**config.mk**
```make
export PLATFORM = sky130hd
export DESIGN_NAME = accel_interrupt_logic
export DESIGN_NICKNAME = d
export VERILOG_FILES = /design/src/shared/accel_irq_pkg.sv /design/src/rtl/accel_interrupt_logic.sv /design/src/rtl/knock_detector.sv
export SDC_FILE = /design/constraint.sdc
export NUM_CORES = 1
export LEC_CHECK = 0
export BUFFER_PORTS_ARGS = -buffer_cell sky130_fd_sc_hd__buf_4
export CAP_MARGIN = 10
export CELL_PAD_IN_SITES_DETAIL_PLACEMENT = 1
export CELL_PAD_IN_SITES_GLOBAL_PLACEMENT = 1
export CORE_MARGIN = 2
export CORE_UTILIZATION = 45
export DETAILED_ROUTE_END_ITERATION = 10
export PLACE_DENSITY_LB_ADDON = 0.1
export SLEW_MARGIN = 20
export SYNTH_ARGS = -nofsm -noshare
export SYNTH_HDL_FRONTEND = slang
export SYNTH_SLANG_ARGS = --single-unit
```
**constraint.sdc**
```tcl
create_clock -name ref_clk -period 4.2 [get_ports ref_clk]
set_input_delay 0.21 -clock ref_clk [delete_from_list [all_inputs] [get_ports ref_clk]]
set_output_delay 0.21 -clock ref_clk [all_outputs]
set_load 0.03 [all_outputs]
```
**src/shared/accel_irq_pkg.sv**
```systemverilog
// Function
// - Two separate interrupt output pins exist
// - Both pins always driven, push-pull
// - After reset both pins active high
// - Polarity-flip bit makes both pins active low
// - Function reaches pin only when enabled
// - Routing bit picks first or second pin
// - All functions run together, sharing pins
// - Flags stay latched until their clearing action
// - Data flags clear when sample reads consume data
// - Cause register read clears non-data flags
// - Cause register shows every enableable function
// - Sample flag set on new sample, cleared when consumed
// - Knock flag: above threshold, shorter than duration

`default_nettype none

package accel_irq_pkg;

    // ========================================================
    // Register offsets
    // ========================================================
    localparam logic [7:0] KNOCK_THRESHOLD_ADDR = 8'h1d;
    localparam logic [7:0] KNOCK_MAX_DURATION_ADDR = 8'h21;
    localparam logic [7:0] IRQ_ENABLE_BITS_ADDR = 8'h2e;
    localparam logic [7:0] IRQ_ROUTE_BITS_ADDR = 8'h2f;
    localparam logic [7:0] IRQ_CAUSE_BITS_ADDR = 8'h30;
    localparam logic [7:0] OUTPUT_FORMAT_CTRL_ADDR = 8'h31;
    localparam logic [7:0] SAMPLE_FIRST_ADDR = 8'h32;
    localparam logic [7:0] SAMPLE_LAST_ADDR = 8'h37;

    // ========================================================
    // Field positions
    // ========================================================
    localparam int SAMPLE_READY_BIT = 7;    // In enable, route and cause
    localparam int KNOCK_BIT = 6;           // In enable, route and cause
    localparam int POLARITY_FLIP_BIT = 5;   // In output_format_ctrl

    // ========================================================
    // Reset values and sizes
    // ========================================================
    localparam logic [7:0] REG_RESET = 8'h00;
    localparam logic [7:0] NO_BITS = 8'h00;
    localparam int SAMPLE_BYTES = 6;        // Three axes, two bytes each

    // ========================================================
    // Knock detector states
    // ========================================================
    typedef enum logic [1:0] {
        KNOCK_IDLE,   // Below threshold
        KNOCK_ABOVE,  // Above threshold, still short enough
        KNOCK_LONG    // Lasted too long, wait for the drop
    } knock_state_t;

endpackage

`default_nettype wire
```
**src/rtl/accel_interrupt_logic.sv**
```systemverilog
`timescale 1ns/1ps
`default_nettype none

// Interrupt logic of the accelerometer: two latched sources, an enable
// and a routing bit per source, two push-pull pins with a shared
// polarity, and the register port through which the host reaches it.
module accel_interrupt_logic
    import accel_irq_pkg::*;
(
    input wire logic ref_clk,
    input wire logic reset,
    input wire logic [7:0] reg_addr,
    input wire logic reg_wr_en,
    input wire logic [7:0] reg_wr_data,
    input wire logic reg_rd_en,
    output logic [7:0] reg_rd_data,
    input wire logic sample_new,
    input wire logic [8*SAMPLE_BYTES-1:0] sample_data,
    input wire logic [7:0] knock_level,
    output logic irq_out_first,
    output logic irq_out_second
);

    // ========================================================
    // Register storage
    // ========================================================
    logic [7:0] knock_threshold_q;    // Knock threshold
    logic [7:0] knock_max_duration_q; // Knock maximum duration
    logic [7:0] irq_enable_bits_q;    // One enable per source
    logic [7:0] irq_route_bits_q;     // 0 sends to first pin, 1 to second
    logic [7:0] output_format_ctrl_q; // Holds the polarity flip
    logic [8*SAMPLE_BYTES-1:0] sample_q; // Newest sample held for reads
    logic [7:0] rd_data_q;            // Read answer
    logic ready_q;                    // Latched sample-available flag
    logic knock_q;                    // Latched single-knock flag
    logic irq_first_q;                // First pin level
    logic irq_second_q;               // Second pin level

    // ========================================================
    // Address decode
    // ========================================================
    logic wr_thr;      // Write to knock threshold
    logic wr_dur;      // Write to knock duration
    logic wr_en_reg;   // Write to enable register
    logic wr_route;    // Write to routing register
    logic wr_fmt;      // Write to output format
    logic in_sample;   // Address lies in the sample bytes
    logic cause_rd;    // Host reads the cause register
    logic last_rd;     // Host reads the last sample byte
    logic [2:0] byte_idx; // Sample byte selected by the address

    assign wr_thr = reg_wr_en && (reg_addr == KNOCK_THRESHOLD_ADDR);
    assign wr_dur = reg_wr_en && (reg_addr == KNOCK_MAX_DURATION_ADDR);
    assign wr_en_reg = reg_wr_en && (reg_addr == IRQ_ENABLE_BITS_ADDR);
    assign wr_route = reg_wr_en && (reg_addr == IRQ_ROUTE_BITS_ADDR);
    assign wr_fmt = reg_wr_en && (reg_addr == OUTPUT_FORMAT_CTRL_ADDR);
    assign in_sample = (reg_addr >= SAMPLE_FIRST_ADDR) && (reg_addr <= SAMPLE_LAST_ADDR);
    assign cause_rd = reg_rd_en && (reg_addr == IRQ_CAUSE_BITS_ADDR);
    // One sample buffer only: reading its last byte leaves nothing unread
    assign last_rd = reg_rd_en && (reg_addr == SAMPLE_LAST_ADDR);
    assign byte_idx = 3'(reg_addr - SAMPLE_FIRST_ADDR);

    // ========================================================
    // Event sources
    // ========================================================
    logic knock_hit; // One-cycle knock event from the detector

    knock_detector #(
        .RUN_W(8)
    ) u_knock (
        .ref_clk(ref_clk),
        .reset(reset),
        .sample_new(sample_new),
        .knock_level(knock_level),
        .knock_threshold(knock_threshold_q),
        .knock_max_duration(knock_max_duration_q),
        .knock_hit(knock_hit)
    );

    // ========================================================
    // Flag latches
    // ========================================================
    logic ready_d; // Next sample-available flag
    logic knock_d; // Next single-knock flag

    // A new sample in the cycle of the consuming read must not be lost,
    // so the set term wins over the clear
    assign ready_d = sample_new || (ready_q && !last_rd);
    // Only the cause read clears the knock flag; data reads leave it
    assign knock_d = knock_hit || (knock_q && !cause_rd);

    // Flags latch whether or not they are enabled, so the cause
    // register tells the host what happened even on masked sources
    always_ff @(posedge ref_clk or posedge reset) begin
        if (reset) begin
            ready_q <= 1'b0;
            knock_q <= 1'b0;
        end else begin
            ready_q <= ready_d;
            knock_q <= knock_d;
        end
    end

    // ========================================================
    // Cause vector and pin gating
    // ========================================================
    logic [7:0] cause_bits;   // Latched flags at their bit positions
    logic [7:0] pend_bits;    // Flags that are also enabled
    logic first_lvl;          // Any enabled flag routed to first pin
    logic second_lvl;         // Any enabled flag routed to second pin
    logic flip;               // Active-low output selected

    assign cause_bits = ({7'h00, ready_q} << SAMPLE_READY_BIT)
                      | ({7'h00, knock_q} << KNOCK_BIT);
    assign pend_bits = cause_bits & irq_enable_bits_q;
    assign first_lvl = |(pend_bits & ~irq_route_bits_q);
    assign second_lvl = |(pend_bits & irq_route_bits_q);
    assign flip = output_format_ctrl_q[POLARITY_FLIP_BIT];

    // Pins come from flops so a decode glitch never reaches the host;
    // reset leaves them low, which is inactive in active-high mode
    always_ff @(posedge ref_clk or posedge reset) begin
        if (reset) begin
            irq_first_q <= 1'b0;
            irq_second_q <= 1'b0;
        end else begin
            irq_first_q <= first_lvl ^ flip;
            irq_second_q <= second_lvl ^ flip;
        end
    end

    // Both pins are plain outputs that are driven at all times
    assign irq_out_first = irq_first_q;
    assign irq_out_second = irq_second_q;

    // ========================================================
    // Register writes
    // ========================================================
    // Writes take effect at once; the host is expected to disable a
    // source before changing its setup, so no shadowing is done here
    always_ff @(posedge ref_clk or posedge reset) begin
        if (reset) begin
            knock_threshold_q <= REG_RESET;
            knock_max_duration_q <= REG_RESET;
            irq_enable_bits_q <= REG_RESET;
            irq_route_bits_q <= REG_RESET;
            output_format_ctrl_q <= REG_RESET;
        end else begin
            if (wr_thr) begin
                knock_threshold_q <= reg_wr_data;
            end
            if (wr_dur) begin
                knock_max_duration_q <= reg_wr_data;
            end
            if (wr_en_reg) begin
                irq_enable_bits_q <= reg_wr_data;
            end
            if (wr_route) begin
                irq_route_bits_q <= reg_wr_data;
            end
            if (wr_fmt) begin
                output_format_ctrl_q <= reg_wr_data;
            end
        end
    end

    // Sample holding register, refreshed on every new sample
    always_ff @(posedge ref_clk or posedge reset) begin
        if (reset) begin
            sample_q <= '0;
        end else if (sample_new) begin
            sample_q <= sample_data;
        end
    end

    // ========================================================
    // Register reads
    // ========================================================
    logic [7:0] rd_mux; // Value selected by the address

    // Unmapped addresses and the cause register's spare bits read zero
    assign rd_mux = (reg_addr == KNOCK_THRESHOLD_ADDR) ? knock_threshold_q :
                    (reg_addr == KNOCK_MAX_DURATION_ADDR) ? knock_max_duration_q :
                    (reg_addr == IRQ_ENABLE_BITS_ADDR) ? irq_enable_bits_q :
                    (reg_addr == IRQ_ROUTE_BITS_ADDR) ? irq_route_bits_q :
                    (reg_addr == IRQ_CAUSE_BITS_ADDR) ? cause_bits :
                    (reg_addr == OUTPUT_FORMAT_CTRL_ADDR) ? output_format_ctrl_q :
                    in_sample ? sample_q[8*byte_idx +: 8] :
                    NO_BITS;

    // The answer is captured with the read strobe and holds until the
    // next read; it shows the flags before the read's own clearing
    always_ff @(posedge ref_clk or posedge reset) begin
        if (reset) begin
            rd_data_q <= REG_RESET;
        end else if (reg_rd_en) begin
            rd_data_q <= rd_mux;
        end
    end

    assign reg_rd_data = rd_data_q;

    // ========================================================
    // Checks
    // ========================================================
    property p_flag_latched;
        @(posedge ref_clk) disable iff (reset)
        ready_q && !last_rd |=> ready_q;
    endproperty
    a_flag_latched: assert property (p_flag_latched)
        else $error("sample flag dropped without a consuming read");

    property p_sample_sets;
        @(posedge ref_clk) disable iff (reset)
        sample_new |=> ready_q ##1 (ready_q || $past(last_rd));
    endproperty
    a_sample_sets: assert property (p_sample_sets)
        else $error("new sample did not raise the sample flag");

    property p_data_clear;
        @(posedge ref_clk) disable iff (reset)
        ready_q && last_rd && !sample_new |=> !ready_q;
    endproperty
    a_data_clear: assert property (p_data_clear)
        else $error("last sample byte read left the sample flag set");

    property p_cause_clear;
        @(posedge ref_clk) disable iff (reset)
        knock_q && cause_rd && !knock_hit |=> !knock_q && (ready_q == $past(ready_d));
    endproperty
    a_cause_clear: assert property (p_cause_clear)
        else $error("cause read did not clear the knock flag");

    property p_knock_sets;
        @(posedge ref_clk) disable iff (reset)
        knock_hit |=> knock_q && cause_bits[KNOCK_BIT];
    endproperty
    a_knock_sets: assert property (p_knock_sets)
        else $error("knock event not latched into the cause register");

    property p_disabled_quiet;
        @(posedge ref_clk) disable iff (reset)
        irq_enable_bits_q == NO_BITS |=>
            (irq_out_first == $past(flip)) && (irq_out_second == $past(flip));
    endproperty
    a_disabled_quiet: assert property (p_disabled_quiet)
        else $error("pin active while no source is enabled");

    property p_route_second;
        @(posedge ref_clk) disable iff (reset)
        (pend_bits != NO_BITS) && ((pend_bits & ~irq_route_bits_q) == NO_BITS) |=>
            (irq_out_second != $past(flip)) && (irq_out_first == $past(flip));
    endproperty
    a_route_second: assert property (p_route_second)
        else $error("pending flag routed to second pin showed on the wrong pin");

    property p_active_high;
        @(posedge ref_clk) disable iff (reset)
        !flip && ((pend_bits & ~irq_route_bits_q) != NO_BITS) |=> irq_out_first;
    endproperty
    a_active_high: assert property (p_active_high)
        else $error("first pin not high for a pending enabled flag");

    property p_flipped_low;
        @(posedge ref_clk) disable iff (reset)
        flip && second_lvl |=> !irq_out_second;
    endproperty
    a_flipped_low: assert property (p_flipped_low)
        else $error("second pin not low in active-low mode");

endmodule // accel_interrupt_logic

`default_nettype wire

```
**src/rtl/knock_detector.sv**
```systemverilog
`timescale 1ns/1ps
`default_nettype none

// Measures how many samples in a row exceed the threshold and flags a
// knock when the run ends before the maximum duration is reached.
module knock_detector
    import accel_irq_pkg::*;
#(
    parameter int RUN_W = 8
) (
    input wire logic ref_clk,
    input wire logic reset,
    input wire logic sample_new,
    input wire logic [7:0] knock_level,
    input wire logic [7:0] knock_threshold,
    input wire logic [7:0] knock_max_duration,
    output logic knock_hit
);

    // ========================================================
    // Parameter check
    // ========================================================
    // The run counter must cover the full 8-bit duration range
    if (RUN_W < 8) begin : g_bad_width
        $error("knock_detector: RUN_W must be at least 8");
    end

    // ========================================================
    // Decode
    // ========================================================
    knock_state_t state_q;   // Current detector state
    knock_state_t state_d;   // Next detector state
    logic [RUN_W-1:0] run_q; // Samples seen above threshold
    logic [RUN_W-1:0] run_d; // Next run length
    logic [RUN_W-1:0] dur_w; // Duration widened to counter width
    logic above;             // This sample is over the threshold
    logic dropped;           // This sample ended a run
    logic hit_w;             // Run ended short enough to count

    assign dur_w = RUN_W'(knock_max_duration);
    assign above = sample_new && (knock_level > knock_threshold);
    assign dropped = sample_new && !above;
    // A zero duration can never be undercut, so it disables knocks
    assign hit_w = (state_q == KNOCK_ABOVE) && dropped && (run_q < dur_w);

    // Next state; only sample strobes move the detector
    always_comb begin
        state_d = state_q;
        run_d = run_q;
        case (state_q)
            KNOCK_IDLE: begin
                if (above) begin
                    state_d = KNOCK_ABOVE;
                    run_d = RUN_W'(1);
                end
            end
            KNOCK_ABOVE: begin
                if (dropped) begin
                    state_d = KNOCK_IDLE;
                end else if (above) begin
                    // Too long a run is a push, not a knock
                    if (run_q >= dur_w) begin
                        state_d = KNOCK_LONG;
                    end else begin
                        run_d = run_q + RUN_W'(1);
                    end
                end
            end
            KNOCK_LONG: begin
                if (dropped) begin
                    state_d = KNOCK_IDLE;
                end
            end
            default: begin
                state_d = KNOCK_IDLE;
            end
        endcase
    end

    // State registers
    always_ff @(posedge ref_clk or posedge reset) begin
        if (reset) begin
            state_q <= KNOCK_IDLE;
            run_q <= '0;
        end else begin
            state_q <= state_d;
            run_q <= run_d;
        end
    end

    assign knock_hit = hit_w;

    // ========================================================
    // Checks
    // ========================================================
    property p_knock_short;
        @(posedge ref_clk) disable iff (reset)
        knock_hit |-> (state_q == KNOCK_ABOVE) && sample_new && (run_q != '0)
            && (run_q < dur_w) && (knock_level <= knock_threshold);
    endproperty
    a_knock_short: assert property (p_knock_short)
        else $error("knock reported for a run that was not short and above threshold");

endmodule // knock_detector

`default_nettype wire

```
Word-level counts from Yosys, hierarchy flattened
Cells that the tools add are included.
{"block": "totals", "register_bits": 110, "input_bits": 77}
{"block": "op_classes", "add_sub_neg": 2, "magnitude_cmp": 5, "n_eq_ne": 16, "shifts": 1, "n_mux": 18, "bitwise": 7, "n_reduce_logical": 25}
{"op": "two-way mux 8 bit", "n": 11}
{"op": "equality test 8 x 6 -> 1 bit, second input constant", "n": 6}
{"op": "indexed part select 48 x 7 -> 8 bit", "n": 1}
{"op": "bitwise AND 8 bit", "n": 3}
{"op": "case mux 8 bit (2 select lines)", "n": 1}
{"op": "OR reduction 8 bit", "n": 2}
{"op": "logical AND 1 bit", "n": 14}
{"op": "two-way mux 2 bit", "n": 5}
{"op": "adder 8 x 1 -> 8 bit, second input constant", "n": 1}
{"op": "equality test 8 x 5 -> 1 bit, second input constant", "n": 1}
{"op": ">= comparator 8 x 6 -> 1 bit, second input constant", "n": 1}
{"op": ">= comparator 8 bit", "n": 1}
{"op": "greater-than comparator 8 bit", "n": 1}
{"op": "<= comparator 8 x 6 -> 1 bit, second input constant", "n": 1}
{"op": "< comparator 8 bit", "n": 1}
{"op": "inverter 8 bit", "n": 1}
{"op": "OR 8 x 7 -> 8 bit", "n": 1}
{"op": "!= test 2 x 1 -> 1 bit, second input constant", "n": 3}
{"op": "case mux 2 bit (3 select lines)", "n": 1}
{"op": "AND reduction 5 bit", "n": 1}
{"op": "!= test 2 bit, second input constant", "n": 2}
{"op": "AND reduction 4 bit", "n": 1}
{"op": "logical NOT 1 bit", "n": 3}
{"op": "!= test 3 x 1 -> 1 bit, second input constant", "n": 1}
{"op": "8 further kinds", "n": 10}

Longest topological paths before layout
{"block": "logic_depth", "word_depth": 9, "ltp_mapped": 9, "mapped_depth_nobuf": 8}

Modules after synthesis
Synthesis repeated with hierarchy kept, for this count alone.
{"block": "unflattened", "hier_cells": 477, "hier_area_um2": 5718.0}
{"module": "accel_interrupt_logic", "instances": 1, "cells_per_inst": 353, "area_each_um2": 4709.5, "seq_area_each_um2": 2502.4}
{"module": "knock_detector", "instances": 1, "cells_per_inst": 124, "area_each_um2": 1008.5, "seq_area_each_um2": 250.2}

Worst setup path after synthesis
OpenSTA, ideal clock, no wires.
{"block": "synth_path", "path_type": "reg2reg", "from": "reg u_knock.run_q[2]", "to": "reg u_knock.run_q[4]", "setup_time_ns": 0.078, "arrival_time_ns": 1.969, "required_ns": 4.122, "path_slack_ns": 2.153, "path_stages_with_launch": 9, "n_path_buf": 1, "period_less_slack_ns": 2.047, "cell_sequence": "dfrtp_1 ha_1 o21a_1 o21ai_0 a21oi_1 o21a_1 buf_2 or4_1 a21oi_1"}
{"block": "synth_via", "elab_chain_len": 5}
{"item": "from (decl)", "line_no": "knock_detector.sv:33", "source": "logic [RUN_W-1:0] run_q;"}
{"item": "from (signal assigned)", "line_no": "knock_detector.sv:87", "source": "run_q <= run_d;"}
{"item": "adder 8 x 1 -> 8 bit", "line_no": "knock_detector.sv:65", "source": "run_d = run_q + RUN_W'(1);"}
{"item": "two-way mux 8 bit", "line_no": "knock_detector.sv:62", "source": "if (run_q >= dur_w) begin"}
{"item": "two-way mux 8 bit", "line_no": "knock_detector.sv:60", "source": "end else if (above) begin"}
{"item": "two-way mux 8 bit", "line_no": "knock_detector.sv:58", "source": "if (dropped) begin"}
{"item": "case mux 8 bit (2 select lines)", "line_no": "knock_detector.sv:50", "source": "case (state_q)"}
Parallel ways exist; a longest one is shown, timed or not. The select of a mux whose other input is x is not followed.
A chain may end at the register's enable or synchronous reset.

Worst setup path after layout
{"block": "layout_path", "from": "reg knock_threshold_q[7]", "to": "reg u_knock.run_q[5]"}
{"block": "layout_via", "elab_chain_len": 6}
{"item": "from (decl)", "line_no": "accel_interrupt_logic.sv:27", "source": "logic [7:0] knock_threshold_q;"}
{"item": "from (signal assigned)", "line_no": "accel_interrupt_logic.sv:150", "source": "knock_threshold_q <= reg_wr_data;"}
{"item": "greater-than comparator 8 bit (*)", "line_no": "knock_detector.sv:41", "source": "assign above = sample_new && (knock_level > knock_threshold);"}
{"item": "logical AND 1 bit (*)", "line_no": "knock_detector.sv:41"}
{"item": "logical NOT 1 bit", "line_no": "knock_detector.sv:42", "source": "assign dropped = sample_new && !above;"}
{"item": "logical AND 1 bit", "line_no": "knock_detector.sv:42"}
{"item": "!= test 2 bit (no line)"}
{"item": "AND reduction 5 bit (no line) (*)"}
Every way passes the cells marked *; elsewhere a longest branch is shown, timed or not.

==> run summary <==
clk_skew: 0.008052 ns
Post-Syn Nets: 600
cell area after layout: 6807 µm²
crit path cell chain: inv_1 -> ha_1 -> nand2_1 -> o21ai_0 -> o21ai_1 -> or4b_1 -> a21oi_1
Synth Area in Compound Gates: 12.43%
Root Driver: clkbuf_16
Port-buffer cells: 86
fmax: 413.7 MHz
Max Cap Viol: 0
Yosys cell types: 54
EDFF count, synth: 0
chip width: 117.1 µm
dpl cells: 745
Min-Delay Path Depth: 3
DRT iter0 DRCs: 171
syn avg cell area: 11.38 µm²
RSZ-0062 raised after global routing: false
YS warnings: 0
commonest non-fill, non-tap cell in the layout: dfrtp_1
min Tclk post-route: 2.417 ns
share of cells above drive strength 1: 35.08%
Final Power: 2553 µW
DP Area: 6524 µm²
Synth Area in XOR/XNOR: 0.3042%
Synth Area in Adders: 3.694%
Initial Util: 45.81%
final setup vio count: 0
Async SR Flop Fraction: 100.0%
r2r startpoint: knock_threshold_q[7]
reg2reg path depth: 7
endpoint class of the critical path: register
Tcrit/Tclk final: 57.55%
H-tree level count: 3
Leak: 0.003068 µW
Final GP Congestion: 0.8246
Worst VDD drop: 0.2695 mV
Syn Inst Count: 506
# clock sinks: 110
clock latency on the worst-skew pair: 0.35 ns
Worst-Margin Slew: 0.7854 ns
most frequent cells in the layout: dfrtp_1 (110), mux2_2 (88), buf_4 (88), nand2_1 (37), o21ai_0 (30)
top_reg_cell synth: dfrtp_1
Fin Setup TNS: 0 ns
remaining antenna violation count: 0
slowest stage cell, crit path: or4b_1
TritonCTS Buffers: 9
Residual DRC: 0
gr usage total: 23.82%
Relative slew margins: 47.29%
antenna violations before repair: 0
largest net degree at the start of global routing: 58
Slew Limit Fails: 0
Crit Path Class: register to register
Post-layout nets: 679
simple-gate share of the synthesized area: 9.387%
CTS tree: built
CTS clock-pin slew for the worst setup and hold paths: 0.07 ns
synthesized cell area: 5758 µm²
ant diodes: 0
CP required: 4.47 ns
DIE AREA: 13720 µm²
final hold vios: 0
status: finished, final reports clean
post-synthesis mux area share: 22.34%
PwrDens: 375.1 nW/µm²
number of global-route vias before repair: 4690
Rows: 41
sequential area share after synthesis: 47.81%
min-delay worst type: input port to register
final WL: 15.20 mm
global-route wire length before repair: 24.60 mm
CTS max path bufs: 2
worst hold start: sample_data[36]
largest stage delay on the critical path: 0.59 ns
num ports: 87
global route overflow: 0
dpl hpwl: 11.50 mm
Die H: 117.1 µm
crit path launch: knock_threshold_q[7]
Vias/cell: 5.705
crit start category: register
Arr. time, crit path: 2.69 ns
via count: 4347
post-route non-filler standard cell count: 762
largest family of logic cells by synthesized area: multiplexers
TritonRoute pass-1 iters: 4
average wire per standard cell: 19.94 µm
post-synthesis register bit count: 110
Core ar.: 12570 µm²
Area Overhead vs Synth: 18.21%
crit-path max FO: 12
==> cell usage after synthesis (3+ instances only) <==
master     number  share of area [%]
nand4_1         5               0.54
nor2b_1         3               0.33
o31ai_1         5               0.65
a21oi_1        25                2.2
o211ai_1        6               0.78
mux2i_1        16                2.8
buf_6           3               0.59
mux2_2         88                 17
ha_1           17                3.7
o22ai_1         6               0.65
o2bb2ai_1       3               0.46
o221ai_1        4               0.61
nor2_1         21                1.4
a31oi_1         5               0.54
o41ai_1         5               0.76
and3_1          4               0.43
a221oi_1        5               0.76
nand2_1        37                2.4
buf_2           9               0.78
mux4_2          6                2.3
nand3_1         4               0.35
o21a_1          5               0.65
clkbuf_1        9               0.59
dfrtp_1       110                 48
o21ai_0        30                2.6
nor3_1          6               0.52
nand2b_1        3               0.33
inv_1          29                1.9
==> cell families (layout without fill, tap and decap cells) <==
kind of cell,after synthesis,in the layout
adders and majority gates,17,17
AOI/OAI and AO/OA,112,112
muxes,110,110
xor gates and xnor gates,2,2
DFF,110,110
buffers and inverters,53,137
and+or+nand+nor,102,102
==> repair_timing <==
action	4_1_cts	5_1_grt
setup endpoints to repair	0	0
endpoints found under the hold margin	41	0
resized for setup	0	0
hold buffers	1	0
buffers inserted	0	0
==> layer usage <==
layer | global-route usage (%) | wire (µm) | share of wire (%) | vias up
met5 | 0 | 0 | 0 | -
met4 | 7.059 | 247 | 1.6 | 0
met3 | 5.046 | 609 | 4.0 | 17
met2 | 41.43 | 7625 | 50 | 95
met1 | 30.07 | 6717 | 44 | 2221
li1 | - | - | - | 2014
==> worst max-delay path: cells and delay by family (launching register included) <==
kind	cells	cell delay [ns]
buffers and inverters	1	0.06
flip-flops	1	0.41
AND/OR/NAND/NOR	2	0.65
AO/OA/AOI/OAI	3	0.90
adder cells (fa/ha/maj)	1	0.31
==> metrics by stage <==
stage	util [%]	hold slack, ns	setup slack [ns]
global placement	51.91	0.2969	1.914
floorplan	-	0.3310	1.088
CTS	54.16	0.05637	1.795
global route	54.16	0.06007	1.562
detailed placement	51.91	0.2993	1.854
finish	54.16	0.06738	1.783
==> state kept, by name (all words and copies together) (netlist names) <==
signal                flops
knock_threshold_q         8
irq_out_first             1
ready_q                   1
output_format_ctrl_q      8
reg_rd_data               8
u_knock.state_q           2
knock_max_duration_q      8
u_knock.run_q             8
irq_out_second            1
sample_q                 48
irq_enable_bits_q         8
irq_route_bits_q          8
knock_q                   1
==> cell type report <==
| class | instances | area, µm² |
|---|---|---|
| fillers | 1360 | 5762 |
| repair buffers | 89 | 670.6 |
| well taps | 172 | 215.2 |
| clock buffers | 10 | 229.0 |
| multi-input cells | 343 | 2773 |
| clock inverters | 6 | 43.79 |
| inverters | 32 | 122.6 |
| flip-flops and latches | 110 | 2753 |
==> power breakdown <==
group	switching, µW	leakage [µW]	total (µW)	internal, µW
sequential	85.8	0.00140	1240	1150
combinational	257	0.00153	497	240
clock	409	0.000134	817	408
total	752	0.00307	2550	1800
==> path summary, 6_finish.rpt <==
kind / slack, ns / to
min in group asynchronous: 0.46 / knock_threshold_q[2]
hold reg to reg: 0.51 / sample_q[2]
setup / recovery: 1.78 / u_knock.run_q[5]
setup reg to reg: 1.78 / u_knock.run_q[5]
hold / removal: 0.07 / sample_q[36]
max in group asynchronous: 2.78 / irq_route_bits_q[0]
Note: power is estimated with default switching activity, not from simulation.
